--- config.mk ---
export PLATFORM = sky130hd
export DESIGN_NAME = flash_status_poller
export DESIGN_NICKNAME = d
export VERILOG_FILES = /design/src/design/flash_status_pkg.sv /design/src/design/flash_bus_if.sv /design/src/design/flash_status_poller.sv /design/src/design/flash_cycle_engine.sv /design/src/design/flash_sync.sv
export SDC_FILE = /design/constraint.sdc
export NUM_CORES = 1
export LEC_CHECK = 0
export ABC_CLOCK_PERIOD_IN_PS = 2590
export BUFFER_PORTS_ARGS = -buffer_cell sky130_fd_sc_hd__buf_2
export CORE_ASPECT_RATIO = 1.4
export CORE_MARGIN = 3
export CORE_UTILIZATION = 45
export DETAILED_ROUTE_END_ITERATION = 8
export PLACE_DENSITY = 0.73
export SLEW_MARGIN = 25
export SYNTH_ARGS = -nofsm -noshare
export SYNTH_HDL_FRONTEND = slang
export SYNTH_SLANG_ARGS = --single-unit
--- constraint.sdc ---
create_clock -name sys_clk_in -period 2.59 [get_ports sys_clk_in]
set_clock_uncertainty 0.15 [all_clocks]
set_input_delay 0.518 -clock sys_clk_in [delete_from_list [all_inputs] [get_ports sys_clk_in]]
set_output_delay 0.518 -clock sys_clk_in [all_outputs]
set_load 0.02 [all_outputs]
--- src/design/flash_status_pkg.sv ---
// constants and types for the flash status poller
package flash_status_pkg;
    localparam int          ADDR_W          = 23;
    localparam int          DATA_W          = 16;
    // register offsets of the command port
    localparam logic [3:0]  REG_CTRL        = 4'h0;
    localparam logic [3:0]  REG_ADDR        = 4'h1;
    localparam logic [3:0]  REG_DATA        = 4'h2;
    localparam logic [3:0]  REG_STATUS      = 4'h3;
    localparam logic [3:0]  REG_RESULT      = 4'h4;
    // control register fields
    localparam int          CTRL_START      = 0;
    localparam int          CTRL_ERASE      = 1;
    localparam int          CTRL_TOGGLE     = 2;
    // status register fields
    localparam int          STAT_BUSY       = 0;
    localparam int          STAT_DONE       = 1;
    localparam int          STAT_FAIL       = 2;
    localparam int          STAT_RDY        = 3;
    localparam int          STAT_SUSP       = 4;
    // status bit positions on the flash data bus
    localparam int          BIT_POLL        = 7;
    localparam int          BIT_TOG1        = 6;
    localparam int          BIT_TMO         = 5;
    localparam int          BIT_TOG2        = 2;
    // read cycle timing
    localparam int          CLK_MHZ         = 25;
    localparam int          T_ACC_NS        = 110;
    localparam int          ACC_CYC         = (T_ACC_NS * CLK_MHZ + 999) / 1000;
    localparam int          T_GAP_NS        = 40;
    localparam int          GAP_CYC_RAW     = (T_GAP_NS * CLK_MHZ + 999) / 1000;
    localparam int          GAP_CYC         = GAP_CYC_RAW < 1 ? 1 : GAP_CYC_RAW;
    localparam logic [15:0] RESET_CMD       = 16'h00F0;
    typedef enum {
        ST_IDLE, ST_READ, ST_CHECK, ST_RECHECK, ST_RESET, ST_FINAL
    } poll_state_t;
endpackage

--- src/design/flash_bus_if.sv ---
// internal read/write cycle request and answer between modules
`timescale 1ns/1ps
interface flash_bus_if;
    import flash_status_pkg::*;
    logic              req;
    logic              wr;
    logic [ADDR_W-1:0] addr;
    logic [DATA_W-1:0] wdata;
    logic              done;
    logic [DATA_W-1:0] rdata;
    modport master (output req, wr, addr, wdata, input done, rdata);
    modport slave  (input req, wr, addr, wdata, output done, rdata);
endinterface

--- src/design/flash_status_poller.sv ---
// host poller of flash program/erase status bits
//
// How it works
// device inverts bit 7 while programming
// poll bit 7 at programmed address
// protected program: polling about 1 us
// erase shows 0, done/suspend shows 1
// erase poll address inside erased sector
// all-protected erase: polling about 400 us
// protected sector bit 7 unreliable
// take array data from later read
// bit 7 may flip before other lines
// recheck bit 7 after timeout flag
// ready/busy low while device busy
// status valid after last write edge
// bit 6 toggles every read while busy
// bit 6 valid from last write edge
// all-protected erase toggles about 400 us
// protected program toggles about 1 us
// bit 6 stops during erase suspend
// suspend-program bit 6 toggles until done
// bit 2 toggles in erased sectors
// bit 2 valid from last write edge
// recheck toggle after timeout flag
// compare two consecutive toggle reads
// bit 5 high means operation failed
// after failure issue reset command
// toggle bits flip once per read
`timescale 1ns/1ps
module flash_status_poller
    import flash_status_pkg::*;
(
    input  wire logic                  sys_clk_in,
    input  wire logic                  sys_rst_in,
    input  wire logic [3:0]            reg_addr_in,
    input  wire logic [31:0]           reg_wdata_in,
    input  wire logic                  reg_wr_in,
    input  wire logic                  reg_rd_in,
    output logic      [31:0]           reg_rdata_out,
    output logic      [ADDR_W-1:0]     flash_addr_out,
    input  wire logic [DATA_W-1:0]     flash_dq_in,
    output logic      [DATA_W-1:0]     flash_dq_out,
    output logic                       flash_dq_oe_out,
    output logic                       flash_ce_n_out,
    output logic                       flash_oe_n_out,
    output logic                       flash_we_n_out,
    input  wire logic                  ready_busy_n_in,
    output logic                       busy_out
);
    import flash_status_pkg::*;

    flash_bus_if bus ();

    logic [DATA_W-1:0] dq_sync;
    logic              rdy_sync;
    logic [ADDR_W-1:0] poll_addr;
    logic [DATA_W-1:0] exp_data;
    logic              erase_mode;
    logic              toggle_mode;
    logic              done;
    logic              fail;
    logic              susp;
    logic [DATA_W-1:0] prev_rd;
    logic              have_prev;
    logic              tmo_seen;
    logic [DATA_W-1:0] result;
    poll_state_t       state;
    logic              start;

    flash_sync #(.W(DATA_W + 1)) u_sync (
        .sys_clk_in (sys_clk_in),
        .sys_rst_in (sys_rst_in),
        .async_in   ({ready_busy_n_in, flash_dq_in}),
        .sync_out   ({rdy_sync, dq_sync})
    );

    flash_cycle_engine u_engine (
        .sys_clk_in (sys_clk_in),
        .sys_rst_in (sys_rst_in),
        .bus        (bus),
        .dq_sync_in (dq_sync),
        .addr_out   (flash_addr_out),
        .dq_o_out   (flash_dq_out),
        .dq_oe_out  (flash_dq_oe_out),
        .ce_n_out   (flash_ce_n_out),
        .oe_n_out   (flash_oe_n_out),
        .we_n_out   (flash_we_n_out)
    );

    assign start = reg_wr_in && reg_addr_in == REG_CTRL
                   && reg_wdata_in[CTRL_START] && state == ST_IDLE;

    // software settings
    always_ff @(posedge sys_clk_in) begin
        if (sys_rst_in) begin
            poll_addr   <= '0;
            exp_data    <= '0;
            erase_mode  <= 1'b0;
            toggle_mode <= 1'b0;
        end else if (reg_wr_in) begin
            unique case (reg_addr_in)
                REG_ADDR: poll_addr <= reg_wdata_in[ADDR_W-1:0];
                REG_DATA: exp_data  <= reg_wdata_in[DATA_W-1:0];
                REG_CTRL: if (state == ST_IDLE) begin
                    erase_mode  <= reg_wdata_in[CTRL_ERASE];
                    toggle_mode <= reg_wdata_in[CTRL_TOGGLE];
                end
                default: ;
            endcase
        end
    end

    function automatic logic status_done(input logic [DATA_W-1:0] rd,
                                         input logic [DATA_W-1:0] pr);
        logic d;
        d = 1'b0;
        if (toggle_mode)
            // toggling stops when done
            // two-read toggle compare
            d = rd[BIT_TOG1] == pr[BIT_TOG1];
        else if (erase_mode)
            // erase ends at one
            d = rd[BIT_POLL];
        else
            // poll ends on return to read mode
            // true data means done
            d = rd[BIT_POLL] == exp_data[BIT_POLL];
        return d;
    endfunction

    // polling sequence
    always_ff @(posedge sys_clk_in) begin
        if (sys_rst_in) begin
            state     <= ST_IDLE;
            bus.req   <= 1'b0;
            bus.wr    <= 1'b0;
            bus.addr  <= '0;
            bus.wdata <= '0;
            done      <= 1'b0;
            fail      <= 1'b0;
            susp      <= 1'b0;
            have_prev <= 1'b0;
            tmo_seen  <= 1'b0;
            prev_rd   <= '0;
            result    <= '0;
        end else begin
            bus.req <= 1'b0;
            unique case (state)
                ST_IDLE: if (start) begin
                    // poll begins after the command's last write
                    done      <= 1'b0;
                    fail      <= 1'b0;
                    susp      <= 1'b0;
                    have_prev <= 1'b0;
                    tmo_seen  <= 1'b0;
                    state     <= ST_READ;
                    bus.req   <= 1'b1;
                    bus.wr    <= 1'b0;
                    // read at the target address
                    bus.addr  <= poll_addr;
                end
                ST_READ: if (bus.done) begin
                    prev_rd   <= bus.rdata;
                    have_prev <= 1'b1;
                    if (have_prev && status_done(bus.rdata, prev_rd)) begin
                        // fetch data on a fresh read
                        state   <= ST_FINAL;
                        bus.req <= 1'b1;
                    end else if (!have_prev && !toggle_mode
                                 && status_done(bus.rdata, prev_rd)) begin
                        state   <= ST_FINAL;
                        bus.req <= 1'b1;
                    end else if (bus.rdata[BIT_TMO] && !tmo_seen) begin
                        // one more read after timeout flag
                        tmo_seen <= 1'b1;
                        state    <= ST_RECHECK;
                        bus.req  <= 1'b1;
                    end else begin
                        bus.req <= 1'b1;
                    end
                end
                ST_RECHECK: if (bus.done) begin
                    prev_rd <= bus.rdata;
                    if (status_done(bus.rdata, prev_rd)) begin
                        state   <= ST_FINAL;
                        bus.req <= 1'b1;
                    end else begin
                        // failure needs reset command
                        fail      <= 1'b1;
                        state     <= ST_RESET;
                        bus.req   <= 1'b1;
                        bus.wr    <= 1'b1;
                        bus.wdata <= RESET_CMD;
                    end
                end
                ST_RESET: if (bus.done) begin
                    bus.wr <= 1'b0;
                    done   <= 1'b1;
                    state  <= ST_IDLE;
                end
                ST_FINAL: if (bus.done) begin
                    // bit 6 still, bit 2 moving
                    susp   <= erase_mode && toggle_mode
                              && bus.rdata[BIT_TOG1] == prev_rd[BIT_TOG1]
                              && bus.rdata[BIT_TOG2] != prev_rd[BIT_TOG2];
                    result <= bus.rdata;
                    done   <= 1'b1;
                    state  <= ST_IDLE;
                end
                default: state <= ST_IDLE;
            endcase
        end
    end

    // register reads and busy pin
    always_ff @(posedge sys_clk_in) begin
        if (sys_rst_in) begin
            reg_rdata_out <= '0;
            busy_out      <= 1'b0;
        end else begin
            // pin low means device busy
            busy_out <= !rdy_sync;
            reg_rdata_out <= '0;
            if (reg_rd_in) begin
                unique case (reg_addr_in)
                    REG_CTRL:   reg_rdata_out <= {29'h0, toggle_mode,
                                                  erase_mode, 1'b0};
                    REG_ADDR:   reg_rdata_out <= {9'h0, poll_addr};
                    REG_DATA:   reg_rdata_out <= {16'h0, exp_data};
                    REG_STATUS: reg_rdata_out <= {27'h0, susp, rdy_sync,
                                                  fail, done,
                                                  state != ST_IDLE};
                    REG_RESULT: reg_rdata_out <= {16'h0, result};
                    default:    reg_rdata_out <= '0;
                endcase
            end
        end
    end

    // toggle compare only after full read
    toggle_pair_a: assert property (@(posedge sys_clk_in)
        disable iff (sys_rst_in)
        (state == ST_READ && bus.done) |=> have_prev)
        else $error("read not recorded");

    // reset command after failure
    fail_reset_a: assert property (@(posedge sys_clk_in)
        disable iff (sys_rst_in)
        $rose(fail) |-> state == ST_RESET && bus.wdata == RESET_CMD)
        else $error("no reset after fail");

    // data taken from a later read
    later_read_a: assert property (@(posedge sys_clk_in)
        disable iff (sys_rst_in)
        (state == ST_FINAL && bus.done) |=> done && state == ST_IDLE)
        else $error("final read lost");

    // busy follows pin
    busy_pin_a: assert property (@(posedge sys_clk_in)
        disable iff (sys_rst_in)
        !rdy_sync |=> busy_out)
        else $error("busy not shown");

    // no flash cycle while idle
    idle_quiet_a: assert property (@(posedge sys_clk_in)
        disable iff (sys_rst_in)
        (state == ST_IDLE) |-> !bus.req)
        else $error("request while idle");

    // writes only for the reset command
    reset_write_a: assert property (@(posedge sys_clk_in)
        disable iff (sys_rst_in)
        (bus.req && bus.wr) |-> state == ST_RESET)
        else $error("stray flash write");
endmodule

--- src/design/flash_cycle_engine.sv ---
// asynchronous flash read/write cycle generator
`timescale 1ns/1ps
module flash_cycle_engine
    import flash_status_pkg::*;
(
    input  wire logic                sys_clk_in,
    input  wire logic                sys_rst_in,
    flash_bus_if.slave               bus,
    input  wire logic [DATA_W-1:0]   dq_sync_in,
    output logic      [ADDR_W-1:0]   addr_out,
    output logic      [DATA_W-1:0]   dq_o_out,
    output logic                     dq_oe_out,
    output logic                     ce_n_out,
    output logic                     oe_n_out,
    output logic                     we_n_out
);
    localparam int CNT_W = 8;
    logic [CNT_W-1:0] cnt;
    logic             active;
    logic             wr_cyc;

    always_ff @(posedge sys_clk_in) begin
        if (sys_rst_in) begin
            active    <= 1'b0;
            wr_cyc    <= 1'b0;
            cnt       <= '0;
            addr_out  <= '0;
            dq_o_out  <= '0;
            dq_oe_out <= 1'b0;
            ce_n_out  <= 1'b1;
            oe_n_out  <= 1'b1;
            we_n_out  <= 1'b1;
            bus.done  <= 1'b0;
            bus.rdata <= '0;
        end else begin
            bus.done <= 1'b0;
            if (!active && bus.req) begin
                active    <= 1'b1;
                wr_cyc    <= bus.wr;
                cnt       <= CNT_W'(ACC_CYC + 2);
                addr_out  <= bus.addr;
                dq_o_out  <= bus.wdata;
                dq_oe_out <= bus.wr;
                ce_n_out  <= 1'b0;
                oe_n_out  <= bus.wr;
                we_n_out  <= !bus.wr;
            end else if (active) begin
                cnt <= cnt - 1'b1;
                if (cnt == CNT_W'(GAP_CYC + 1)) begin
                    // one completed cycle per request
                    ce_n_out  <= 1'b1;
                    oe_n_out  <= 1'b1;
                    we_n_out  <= 1'b1;
                    bus.rdata <= dq_sync_in;
                end
                if (cnt == CNT_W'(1)) begin
                    dq_oe_out <= 1'b0;
                    active    <= 1'b0;
                    bus.done  <= 1'b1;
                end
            end
        end
    end
endmodule

--- src/design/flash_sync.sv ---
// two-stage synchroniser for flash pins
`timescale 1ns/1ps
module flash_sync #(
    parameter int W = 1
) (
    input  wire logic         sys_clk_in,
    input  wire logic         sys_rst_in,
    input  wire logic [W-1:0] async_in,
    output logic      [W-1:0] sync_out
);
    logic [W-1:0] stage1;
    always_ff @(posedge sys_clk_in) begin
        if (sys_rst_in) begin
            stage1   <= '0;
            sync_out <= '0;
        end else begin
            stage1   <= async_in;
            sync_out <= stage1;
        end
    end
endmodule

* Word-level counts from Yosys, hierarchy flattened
Cells that the tools add are included.
Storage, ports and cells: register bits 248, input port bits 57, output and inout bits 76, logic and storage cells 165
Cells by class: $add $sub $neg 1, equal/unequal tests 24, multiplexer cells 54, bitwise gates (word level) 4, reductions and logical operators 51
Operators with widths (number):
- $mux W32 | 7
- $pmux W32 S4 | 1
- $pmux W23 S5 | 1
- $eq A32 B3 Y1 const B | 2
- $logic_not A32 Y1 | 2
- $mux W1 | 36
- $eq A32 B1 Y1 const B | 1
- $eq A32 B2 Y1 const B | 1
- $reduce_bool A32 Y1 | 1
- $reduce_and A3 Y1 | 6
- $reduce_and A2 Y1 | 7
- $reduce_bool A2 Y1 | 7
- $pmux W1 S2 | 6
- $logic_and A1 B1 Y1 | 11
- $ne A2 B1 Y1 const B | 5
- $ne A2 B2 Y1 const B | 5
- $reduce_and A5 Y1 | 2
- $eq A4 B2 Y1 const B | 2
- $eq A8 B1 Y1 const B | 1
- $eq A8 B2 Y1 const B | 1
- $reduce_or A2 Y1 | 4
- $sub A8 B1 Y8 const B | 1
- $logic_not A1 Y1 | 6
- $mux W3 | 2
- 12 further kinds | 16

* Longest topological paths before layout
Gate-level depths: netlist of run 1.
word-level depth 16, gate-level depth with buffers 7, depth with buffers taken out 5

* Hierarchy
From an unflattened synthesis of run 1, not the netlist that was laid out.
Unflattened totals: cells, all modules 908, area, all modules 7973.9 µm²
By module, submodules not included:
- flash_status_poller | instances 1, cells an instance 533, area an instance 4431.8 µm², seq. area each 2342.2 µm²
- flash_cycle_engine | instances 1, cells an instance 304, area an instance 2605.0 µm², seq. area each 1381.3 µm²
- flash_sync | instances 1, cells an instance 71, area an instance 937.1 µm², seq. area each 680.7 µm²

* Worst setup path after synthesis of run 1
No wires, ideal clock.
kind input -> register, from input port reg_addr_in[3], to register bus.addr[10], setup time 0.132 ns, arrival 1.971 ns, data required time 2.308 ns, path slack 0.337 ns, stages on the path 7, path buffers 3, cells stage by stage or4_1 -> buf_2 -> or3_1 -> buf_2 -> buf_2 -> nand2_1 -> a21oi_1
On the way: longest elaborated chain between the ends 5
Ends and longest elaborated chain:
- from (decl) | RTL line flash_status_poller.sv:35 | input wire logic [3:0] reg_addr_in,
- $logic_not A4 Y1 | RTL line flash_status_poller.sv:90 | assign start = reg_wr_in && reg_addr_in == REG_CTRL
- $logic_and A1 B1 Y1 | RTL line flash_status_poller.sv:90
- $logic_and A1 B1 Y1 (2 in series) | RTL line flash_status_poller.sv:91 | && reg_wdata_in[CTRL_START] && state == ST_IDLE;
- $reduce_and A2 Y1 (no line)
- to (signal assigned) | RTL line flash_status_poller.sv:160 | bus.addr <= poll_addr;
- to (decl) | RTL line flash_bus_if.sv:7 | logic [ADDR_W-1:0] addr;
Every way passes these cells. A chain may end at the register's enable or synchronous reset.

* Final worst setup path of run 1
from register state[2], to register bus.addr[15]
On the way: longest elaborated chain between the ends 3, elaborated cells on any way between the ends 4, classes of those cells reduce/logical (4)
Ends and longest elaborated chain:
- from (decl) | RTL line flash_status_poller.sv:67 | poll_state_t state;
- from (signal assigned) | RTL line flash_status_poller.sv:134 | state <= ST_IDLE;
- from (signal assigned) | RTL line flash_status_poller.sv:156 | state <= ST_READ;
- from (signal assigned) | RTL line flash_status_poller.sv:167 | state <= ST_FINAL;
- $logic_not A32 Y1 | RTL line flash_status_poller.sv:91
- $logic_and A1 B1 Y1 | RTL line flash_status_poller.sv:91
- $reduce_and A2 Y1 (no line) (*)
Mark *: on every way between the ends. The rest lies on a longest branch, timed or not.

==> results.py, run 1 <==
metrics = {
    "outcome": {
        "status": "finished, final reports clean",
    },
    "clock_network": {
        "cts_buffer_depth": 3,
        "cts_setup_buffers": 0,
        "cts-root-buf": "clkbuf_16",
        "clk_pin_slew_worst_paths_ns": 0.06,
        "clk_latency_ns": 0.49,
        "cts_tree": "built",
        "cts_resized": 0,
        "postCtsHoldBufs": 0,
        "cts.sinks": 205,
        "cts_buffers": 19,
        "htreeDepth": 1,
    },
    "route": {
        "drt-pass1-iter-count": 7,
        "first_iter_violations": 513,
        "vias_per_cell": 5.12,
        "wirelength_mm": 16.6,
        "num_vias": 5874,
        "wl_per_cell_um": 14.5,
        "drc_errors": 0,
        "antenna_left": 0,
    },
    "synthesis": {
        "synthArstFlopShare": 0,
        "synthesis.area_um2": 7360,
        "syn-mean-instance-area_um2": 8.61,
        "ys.flop_type": "dfxtp_1",
        "ys_ff_latch": 205,
        "synth_cells": 855,
        "netlist_top_cells_area": "dfxtp_1 56%, nand2_1 13%, a21oi_1 8.9%",
        "ys_seq_area_frac": 0.557,
        "synth-edff-count": 0,
        "yosysTopAreaCell": "dfxtp_1",
        "ys_warn_count": 0,
        "ys_types": 49,
        "synth_top_area_frac": 0.557,
    },
    "timing": {
        "setup_viol": 0,
        "min_period_over_period": 0.816,
        "hold_viol": 0,
        "tns_ns": 0,
        "worstMarginPinSlew_ns": 0.818,
        "rsz0062_at_grt": "no",
        "timing.slew.headroom": 0.455,
        "fmax_ghz": 0.473,
        "setup_ws_ns": 0.476,
        "finalMaxSlewViolations": 0,
        "min_period_ns": 2.11,
    },
    "global_routing": {
        "grt_remaining_overflow": 0,
        "grt_pass1_wl_mm": 26.8,
        "grt.total_usage": 0.183,
        "grt_max_degree": 88,
        "grt_pass1_vias": 5528,
        "grt_antenna_before_repair": 1,
    },
    "power_and_ir_drop": {
        "p_comb_frac": 0.037,
        "clock_power_share": 0.437,
        "power_switching_uw": 1310,
        "power.share.sequential": 0.526,
        "peakVddDrop_v": 0.000513,
        "power_density_nw_per_um2": 712,
        "internal-power_uw": 4810,
        "power_leakage_uw": 0.00325,
        "p_sw_frac": 0.214,
    },
    "place": {
        "place_ws_ns": 0.202,
        "placed_cells": 1116,
        "gp_congestion": 0.922,
        "place_hpwl_mm": 11.3,
        "io_buffer_count": 102,
    },
    "critical_path": {
        "worstPathRequired_ns": 2.79,
        "critPathLaunchType": "flop",
        "endpoint_kind": "flop",
        "critPathMaxFanout": 15,
        "crit_type": "reg -> reg",
        "arrival_ns": 2.31,
    },
    "die": {
        "io_pins": 133,
        "die_h_um": 157,
        "initial_core_util": 0.466,
        "die-area_um2": 18000,
        "die_w_um": 114,
        "rows": 54,
        "core_area_um2": 15800,
    },
    "cells_and_area": {
        "n_antenna_cell": 0,
        "nets": 1001,
        "drive_above_1_share": 0.165,
        "fin_util": 0.543,
        "area_growth_pct": 16.6,
        "final_cell_count_no_fill": 1148,
    },
    "job": {
        "max_cap_viol_count": 0,
    },
    "worst_hold_path": {
        "hold_class": "in -> reg",
    },
}
==> sequential cells by signal (all words and copies together) (netlist names), 16 cells and up <==
name and flops:
bus.addr 23, exp_data 16, poll_addr 23, reg_rdata_out 23, result 16, u_engine.addr_out 23, u_engine.bus.rdata 16, u_sync.stage1 17
u_sync.sync_out 17
==> synth_stat cells (3+ instances only) <==
library cell	count
xor2_1	4
o21ai_0	6
or3_1	3
ha_1	3
buf_2	7
dfxtp_1	205
nor2_1	32
a211oi_1	4
nor3_1	5
a21oi_1	131
a222oi_1	16
nor2b_1	40
nand4b_1	3
nand4_1	4
nand3_1	7
inv_1	5
nor4b_2	4
clkbuf_1	45
nand2_1	256
and3_1	10
buf_4	24
xnor2_1	4
==> cells in the final DEF, fill, tap and decap left out, types with 7 or more instances in the layout <==
master	Yosys	routed
nand2_1	256	256
dfxtp_1	205	205
a21oi_1	131	131
buf_2	7	101
nor2b_1	40	40
nor2_1	32	32
conb_1	1	21
buf_4	24	21
clkbuf_16	0	19
a222oi_1	16	16
and3_1	10	10
nand3_1	7	7
==> area by class of cell <==
cell class              count  area, um^2
well taps                 196         245
clock inverters             5        58.8
inverters                   5        18.8
fillers                  1483        7220
multi-input cells         586        2920
clock buffers              27         536
repair buffers            124         703
flip-flops and latches    205        4100
==> stage by stage <==
stage	instance area [um^2]	total power [uW]	hold slack, ns
after floorplan	7440	3440	0.242
after global placement	7990	3510	0.267
after detailed placement	7990	3510	0.272
after CTS	8590	6170	0.0732
after global routing	8590	6320	0.0837
final	8590	6110	0.0850
==> power by group through the flow <==
stage                     Clock [uW]  Combinational (uW)  Sequential, uW
after floorplan                    0                 170            3270
final                           2670                 224            3220
after detailed placement           0                 222            3290
after CTS                       2730                 224            3220
after global placement             0                 220            3290
after global routing            2850                 248            3220
==> critical path, cell delays in order (launching register included) <==
cell	delay, ns
dfxtp_1	0.46
or3_1	0.50
or3_1	0.50
buf_4	0.24
nand2_1	0.07
a21oi_1	0.06
==> cell families (layout without fill, tap and decap cells) <==
logic type / Yosys count / in the layout / share of synthesized area
compound gates: 175 / 175 / 0.139
fa+ha+maj: 3 / 3 / 0.00510
buf+inv: 84 / 161 / 0.0573
mux: 2 / 2 / 0.00272
other cells: 1 / 21 / 0.000509
xor+xnor: 8 / 8 / 0.00951
simple gates: 377 / 377 / 0.229
flops: 205 / 205 / 0.557
==> per-layer routing <==
metal  vias up  share of wire  global-route usage
li1       2975              -                   -
met1      2645           0.39               0.214
met2       203           0.49               0.317
met3        49          0.064              0.0258
met4         2          0.057               0.105
met5         -        0.00078                   0
==> path summary, 6_finish.rpt <==
| kind | endpoint | cells after the start | start | slack (ns) |
|---|---|---|---|---|
| worst min register to register | u_engine.bus.rdata[2] | 2 | u_sync.sync_out[2] | 0.27 |
| worst min-delay path | u_sync.stage1[6] | 2 | flash_dq_in[6] | 0.09 |
| worst max register to register | bus.addr[15] | 5 | state[2] | 0.48 |
| worst max-delay path | bus.addr[15] | 5 | state[2] | 0.48 |
Note: power is estimated with default switching activity, not from simulation.
==> run 2: changes to the inputs <==
Settings changed: ABC_CLOCK_PERIOD_IN_PS 2590 to 1800, PLACE_DENSITY 0.73 to 0.75.
Clock period 2.59 ns to 1.8 ns, I/O delays scaled along.
==> run 2 against run 1 <==
Effect of this change: via count increased by 6.3%; power is 49% higher; sequential cell count did not move; setup slack worse by 0.39 ns; sequential share of layout area down 3.8 points; final cell count increased by 6.5%; critical path type unchanged; largest cell class unchanged; largest power group unchanged; highest routed layer is now met4.
==> results.py, run 2 (synthesis results as in run 1) <==
metrics = {
    "outcome": {
        "status": "finished, final reports clean",
    },
    "critical_path": {
        "reg2reg_depth": 6,
        "crit_path_end": "susp",
        "r2r_slack_ns": 0.09,
        "critPathMaxFanout": 9,
        "reg2reg_to": "susp",
        "worstPathRequired_ns": 2.02,
        "crit_type": "reg -> reg",
        "arrival_ns": 1.93,
        "r2r-start": "state[2]",
        "cp-startpoint": "state[2]",
        "critPathLaunchType": "flop",
        "endpoint_kind": "flop",
    },
    "cells_and_area": {
        "drive_above_1_share": 0.194,
        "n_antenna_cell": 0,
        "mostFrequentLayoutCells": "256 x nand2_1, 205 x dfxtp_1, 131 x a21oi_1",
        "fin_util": 0.590,
        "final_common_cell": "nand2_1",
        "area_growth_pct": 26.7,
        "nets": 1074,
    },
    "die": {
        "io_pins": 133,
        "rows": 54,
        "core_area_um2": 15800,
        "die-area_um2": 18000,
        "initial_core_util": 0.466,
        "die_h_um": 157,
        "die_w_um": 114,
    },
    "route": {
        "num_vias": 6245,
        "drc_errors": 0,
        "wl_per_cell_um": 14.5,
        "antenna_left": 0,
        "wirelength_mm": 17.7,
        "vias_per_cell": 5.11,
        "drt-pass1-iter-count": 6,
        "first_iter_violations": 482,
    },
    "power_and_ir_drop": {
        "peakVddDrop_v": 0.000837,
        "power_density_nw_per_um2": 973,
        "power_leakage_uw": 0.00363,
    },
    "clock_network": {
        "clk_pin_slew_worst_paths_ns": 0.06,
        "cts_tree": "built",
        "cts_buffers": 19,
        "cts-root-buf": "clkbuf_16",
        "cts.sinks": 205,
        "htreeDepth": 1,
        "clk_latency_ns": 0.48,
        "cts_buffer_depth": 3,
    },
    "global_routing": {
        "grtUsageMet1": 0.214,
        "grt_pass1_vias": 5897,
        "grt_max_degree": 88,
        "grt_pass1_wl_mm": 28.3,
        "top_usage_layer": "met2",
        "grt_remaining_overflow": 0,
        "use_met2": 0.355,
        "grt_antenna_before_repair": 0,
        "use_met3": 0.0300,
        "grt.total_usage": 0.193,
    },
    "timing": {
        "timing.slew.headroom": 0.561,
        "finalMaxSlewViolations": 0,
        "rsz0062_at_grt": "yes",
        "min_period_over_period": 0.951,
        "tns_ns": 0,
        "hold_viol": 0,
        "worstMarginPinSlew_ns": 0.659,
        "fmax_ghz": 0.584,
        "min_period_ns": 1.71,
        "hold_ws_ns": 0.128,
        "setup_viol": 0,
    },
    "place": {
        "place_hpwl_mm": 12.4,
        "io_buffer_count": 102,
        "gp_congestion": 0.896,
    },
    "worst_hold_path": {
        "hold_class": "in -> reg",
    },
    "job": {
        "max_cap_viol_count": 0,
    },
}
run 2: what timing repair did:
item                       4_1_cts  5_1_grt
setup endpoints to repair        3       31
hold endpoints to repair        53        0
buffers inserted                 0        0
pin swaps                        0        1
hold buffers                    40        0
resized for setup                1        5
run 2: worst min-delay path by stage:
stage | from | to | slack [ns] | depth (start not counted)
detailed placement | u_sync.stage1[9] | u_sync.sync_out[9] | 0.27 | 1
finish | sys_rst_in | u_engine.we_n_out | 0.13 | 3
CTS | sys_rst_in | u_engine.we_n_out | 0.13 | 3
global route | sys_rst_in | u_engine.we_n_out | 0.15 | 3
global placement | u_sync.stage1[16] | u_sync.sync_out[16] | 0.27 | 1
floorplan | u_sync.sync_out[16] | busy_out | 0.24 | 1
run 2: per-stage QoR:
step / total power (uW) / area (um^2) / instances / setup slack (ns)
2_1_floorplan: 4960 / 7490 / 875 / -0.252
3_3_place_gp: 5090 / 8260 / 1149 / -0.306
3_5_place_dp: 5100 / 8260 / 1149 / -0.318
4_1_cts: 9170 / 9310 / 1223 / 0.0578
5_1_grt: 9420 / 9330 / 1223 / -0.00976
6_report: 9080 / 9330 / 1223 / 0.0878
run 2: worst max-delay path, stage by stage (launching register included):
cell	delay [ns]
dfxtp_1	0.31
or3_4	0.38
buf_4	0.15
nor3_4	0.18
buf_6	0.15
nor2_1	0.05
o41ai_1	0.23
run 2: routing by layer:
layer,vias to the layer above,wire (um)
met4,0,770
met3,42,1120
met2,216,9100
li1,3127,-
met1,2860,6740
met5,-,0
run 2: area by class of cell:
| type | instances | area, um^2 |
|---|---|---|
| clock buffers | 28 | 579 |
| clock inverters | 6 | 62.6 |
| fillers | 1389 | 6480 |
| inverters | 5 | 18.8 |
| multi-input cells | 586 | 2960 |
| flip-flops and latches | 205 | 4100 |
| well taps | 196 | 245 |
| repair buffers | 197 | 1360 |
run 2: power breakdown:
part,leakage (uW),switching (uW),internal (uW)
clock network,0.000321,1630,2380
logic,0.00165,256,197
registers,0.00166,25.9,4590
==> run 3: changes to the inputs <==
--- a/config.mk
+++ b/config.mk
@@ -8,3 +8,2 @@
 export ABC_CLOCK_PERIOD_IN_PS = 1800
-export BUFFER_PORTS_ARGS = -buffer_cell sky130_fd_sc_hd__buf_2
 export CORE_ASPECT_RATIO = 1.4
@@ -13,3 +12,4 @@
 export DETAILED_ROUTE_END_ITERATION = 8
-export PLACE_DENSITY = 0.75
+export DONT_BUFFER_PORTS = 1
+export PLACE_DENSITY = 0.68
 export SLEW_MARGIN = 25
--- a/constraint.sdc
+++ b/constraint.sdc
@@ -4,2 +4,2 @@
 set_output_delay 0.36 -clock sys_clk_in [all_outputs]
-set_load 0.02 [all_outputs]
+set_load 0.005 [all_outputs]
==> run 3 against run 2 <==
Effect of this change: the run now ends with negative hold slack left; final area shrank 1.4%; register-to-register slack worse by 0.06 ns; utilization down 0.85 points; global-route usage rose by 0.31 points; critical path depth is 1 higher; power decreased by 1.4%; clock-buffer cell count grew 2; non-clock buffer count down 76; routed wire length is 2.3% higher; setup slack worse by 0.055 ns; die area stayed put; critical path type unchanged; largest power group unchanged.
==> results.py, run 3 (synthesis results as in run 1) <==
metrics = {
    "place": {
        "placed_area_um2": 7680,
        "gp_congestion": 0.899,
        "io_buffer_count": 0,
        "place_hpwl_mm": 11.7,
    },
    "timing": {
        "rsz0062_at_grt": "no",
        "fmax_ghz": 0.566,
        "setup_viol": 0,
        "hold_viol": 95,
        "finalMaxSlewViolations": 0,
        "timing.slew.headroom": 0.621,
        "min_period_ns": 1.77,
        "worstMarginPinSlew_ns": 0.564,
        "min_period_over_period": 0.982,
        "hold_ws_ns": -0.173,
    },
    "global_routing": {
        "grt_max_degree": 173,
        "grt.total_usage": 0.196,
        "grt_pass1_wl_mm": 28.5,
        "grt_remaining_overflow": 0,
        "grt_pass1_vias": 5651,
        "grt_antenna_before_repair": 1,
    },
    "cells_and_area": {
        "n_antenna_cell": 0,
        "fin_area_um2": 9190,
        "mostFrequentLayoutCells": "251 x nand2_1, 201 x dfxtp_1, 128 x a21oi_1",
        "fillers": 1431,
        "final_common_cell": "nand2_1",
        "drive_above_1_share": 0.101,
        "area_growth_pct": 24.8,
        "nets": 999,
    },
    "critical_path": {
        "worst_path_largest_cell_delay_ns": 0.41,
        "critPathMaxFanout": 6,
        "crit_type": "reg -> reg",
        "worstPathRequired_ns": 2.07,
        "critical_path.top_delay_family": "simple AND/OR/NAND/NOR gates",
        "arrival_ns": 2.04,
        "cpMostUsedCell": "buf_12",
        "crit_slowest_cell": "or3_4",
        "critPathLaunchType": "flop",
        "path_cells": "or3_4 -> nor3_4 -> buf_6 -> buf_12 -> buf_12 -> nand2_1 -> a21oi_1",
        "crit_buf_inv": 3,
        "endpoint_kind": "flop",
    },
    "route": {
        "wirelength_mm": 18.1,
        "vias_per_cell": 5.25,
        "wl_per_cell_um": 15.8,
        "drc_errors": 0,
        "drt-pass1-iter-count": 7,
        "first_iter_violations": 478,
        "num_vias": 6021,
        "antenna_left": 0,
    },
    "power_and_ir_drop": {
        "peakVddDrop_v": 0.000948,
        "power_density_nw_per_um2": 973,
        "power_leakage_uw": 0.00344,
    },
    "die": {
        "die-area_um2": 18000,
        "core_area_um2": 15800,
        "die_w_um": 114,
        "initial_core_util": 0.466,
        "rows": 54,
        "io_pins": 133,
        "die_h_um": 157,
    },
    "job": {
        "max_cap_viol_count": 0,
    },
    "outcome": {
        "violations": "negative hold slack",
        "status": "finished, violations left",
    },
    "worst_hold_path": {
        "hold_class": "in -> reg",
    },
    "clock_network": {
        "cts_buffer_depth": 3,
        "clk_latency_ns": 0.49,
        "cts.sinks": 205,
        "cts_buffers": 20,
        "postCtsHoldBufs": 77,
        "htreeDepth": 1,
        "cts_tree": "built",
        "cts-root-buf": "clkbuf_16",
        "clk_pin_slew_worst_paths_ns": 0.06,
    },
}
-- run 3: worst paths after layout --
| check | cells past startpoint | start | slack, ns | endpoint |
|---|---|---|---|---|
| min | 1 | sys_rst_in | -0.17 | u_engine.bus.rdata[10] |
| max | 7 | state[1] | 0.03 | bus.addr[12] |
| min reg2reg | 2 | u_sync.sync_out[10] | 0.28 | u_engine.bus.rdata[10] |
| max reg2reg | 7 | state[1] | 0.03 | bus.addr[12] |
-- run 3: final cells by class --
class                   instances  area [um^2]  area share
clock buffers                  30          589      0.0641
clock inverters                 3         43.8     0.00476
multi-input cells             586         2990       0.325
inverters                       5         18.8     0.00204
well taps                     196          245      0.0267
flip-flops and latches        205         4110       0.447
repair buffers                121         1200       0.131
-- run 3: power breakdown --
group          internal [uW]  switching [uW]  leakage, uW
clock network           2400            1670     0.000310
registers               4590            24.3      0.00166
logic                    142             125      0.00147
total                   7130            1820      0.00344
-- run 3: layer usage --
layer	wire, um	part of all wire	vias up	global-route usage
met5	10	0.00055	-	0
met4	963	0.053	2	0.112
met3	1370	0.075	57	0.0438
met2	9120	0.50	222	0.341
met1	6680	0.37	2770	0.219
li1	-	-	2970	-
-- run 3: worst register-to-register path: cells and delay by family (launching register included) --
family	cells	cell delay [ns]
simple gates	3	0.74
buf+inv	3	0.35
flops	1	0.32
compound gates	1	0.14
-- run 3: what timing repair did --
item,in CTS,in global routing
endpoints found under the hold margin,171,95
setup buffers,2,3
gates resized for setup,5,12
pin swaps,3,8
setup endpoints to repair,1,32
gates cloned,1,0
-- run 3: per-stage QoR --
step	utilization	TNS, ns	power, uW	instances	setup WS (ns)
finish	0.582	0	8950	1146	0.0325
global route	0.582	0	9250	1146	0.00317
floorplan	-	-5.38	4930	875	-0.252
detailed placement	0.486	-4.31	4910	1033	-0.178
global placement	0.486	-4.32	4910	1033	-0.173
CTS	0.579	0	9000	1145	0.00728
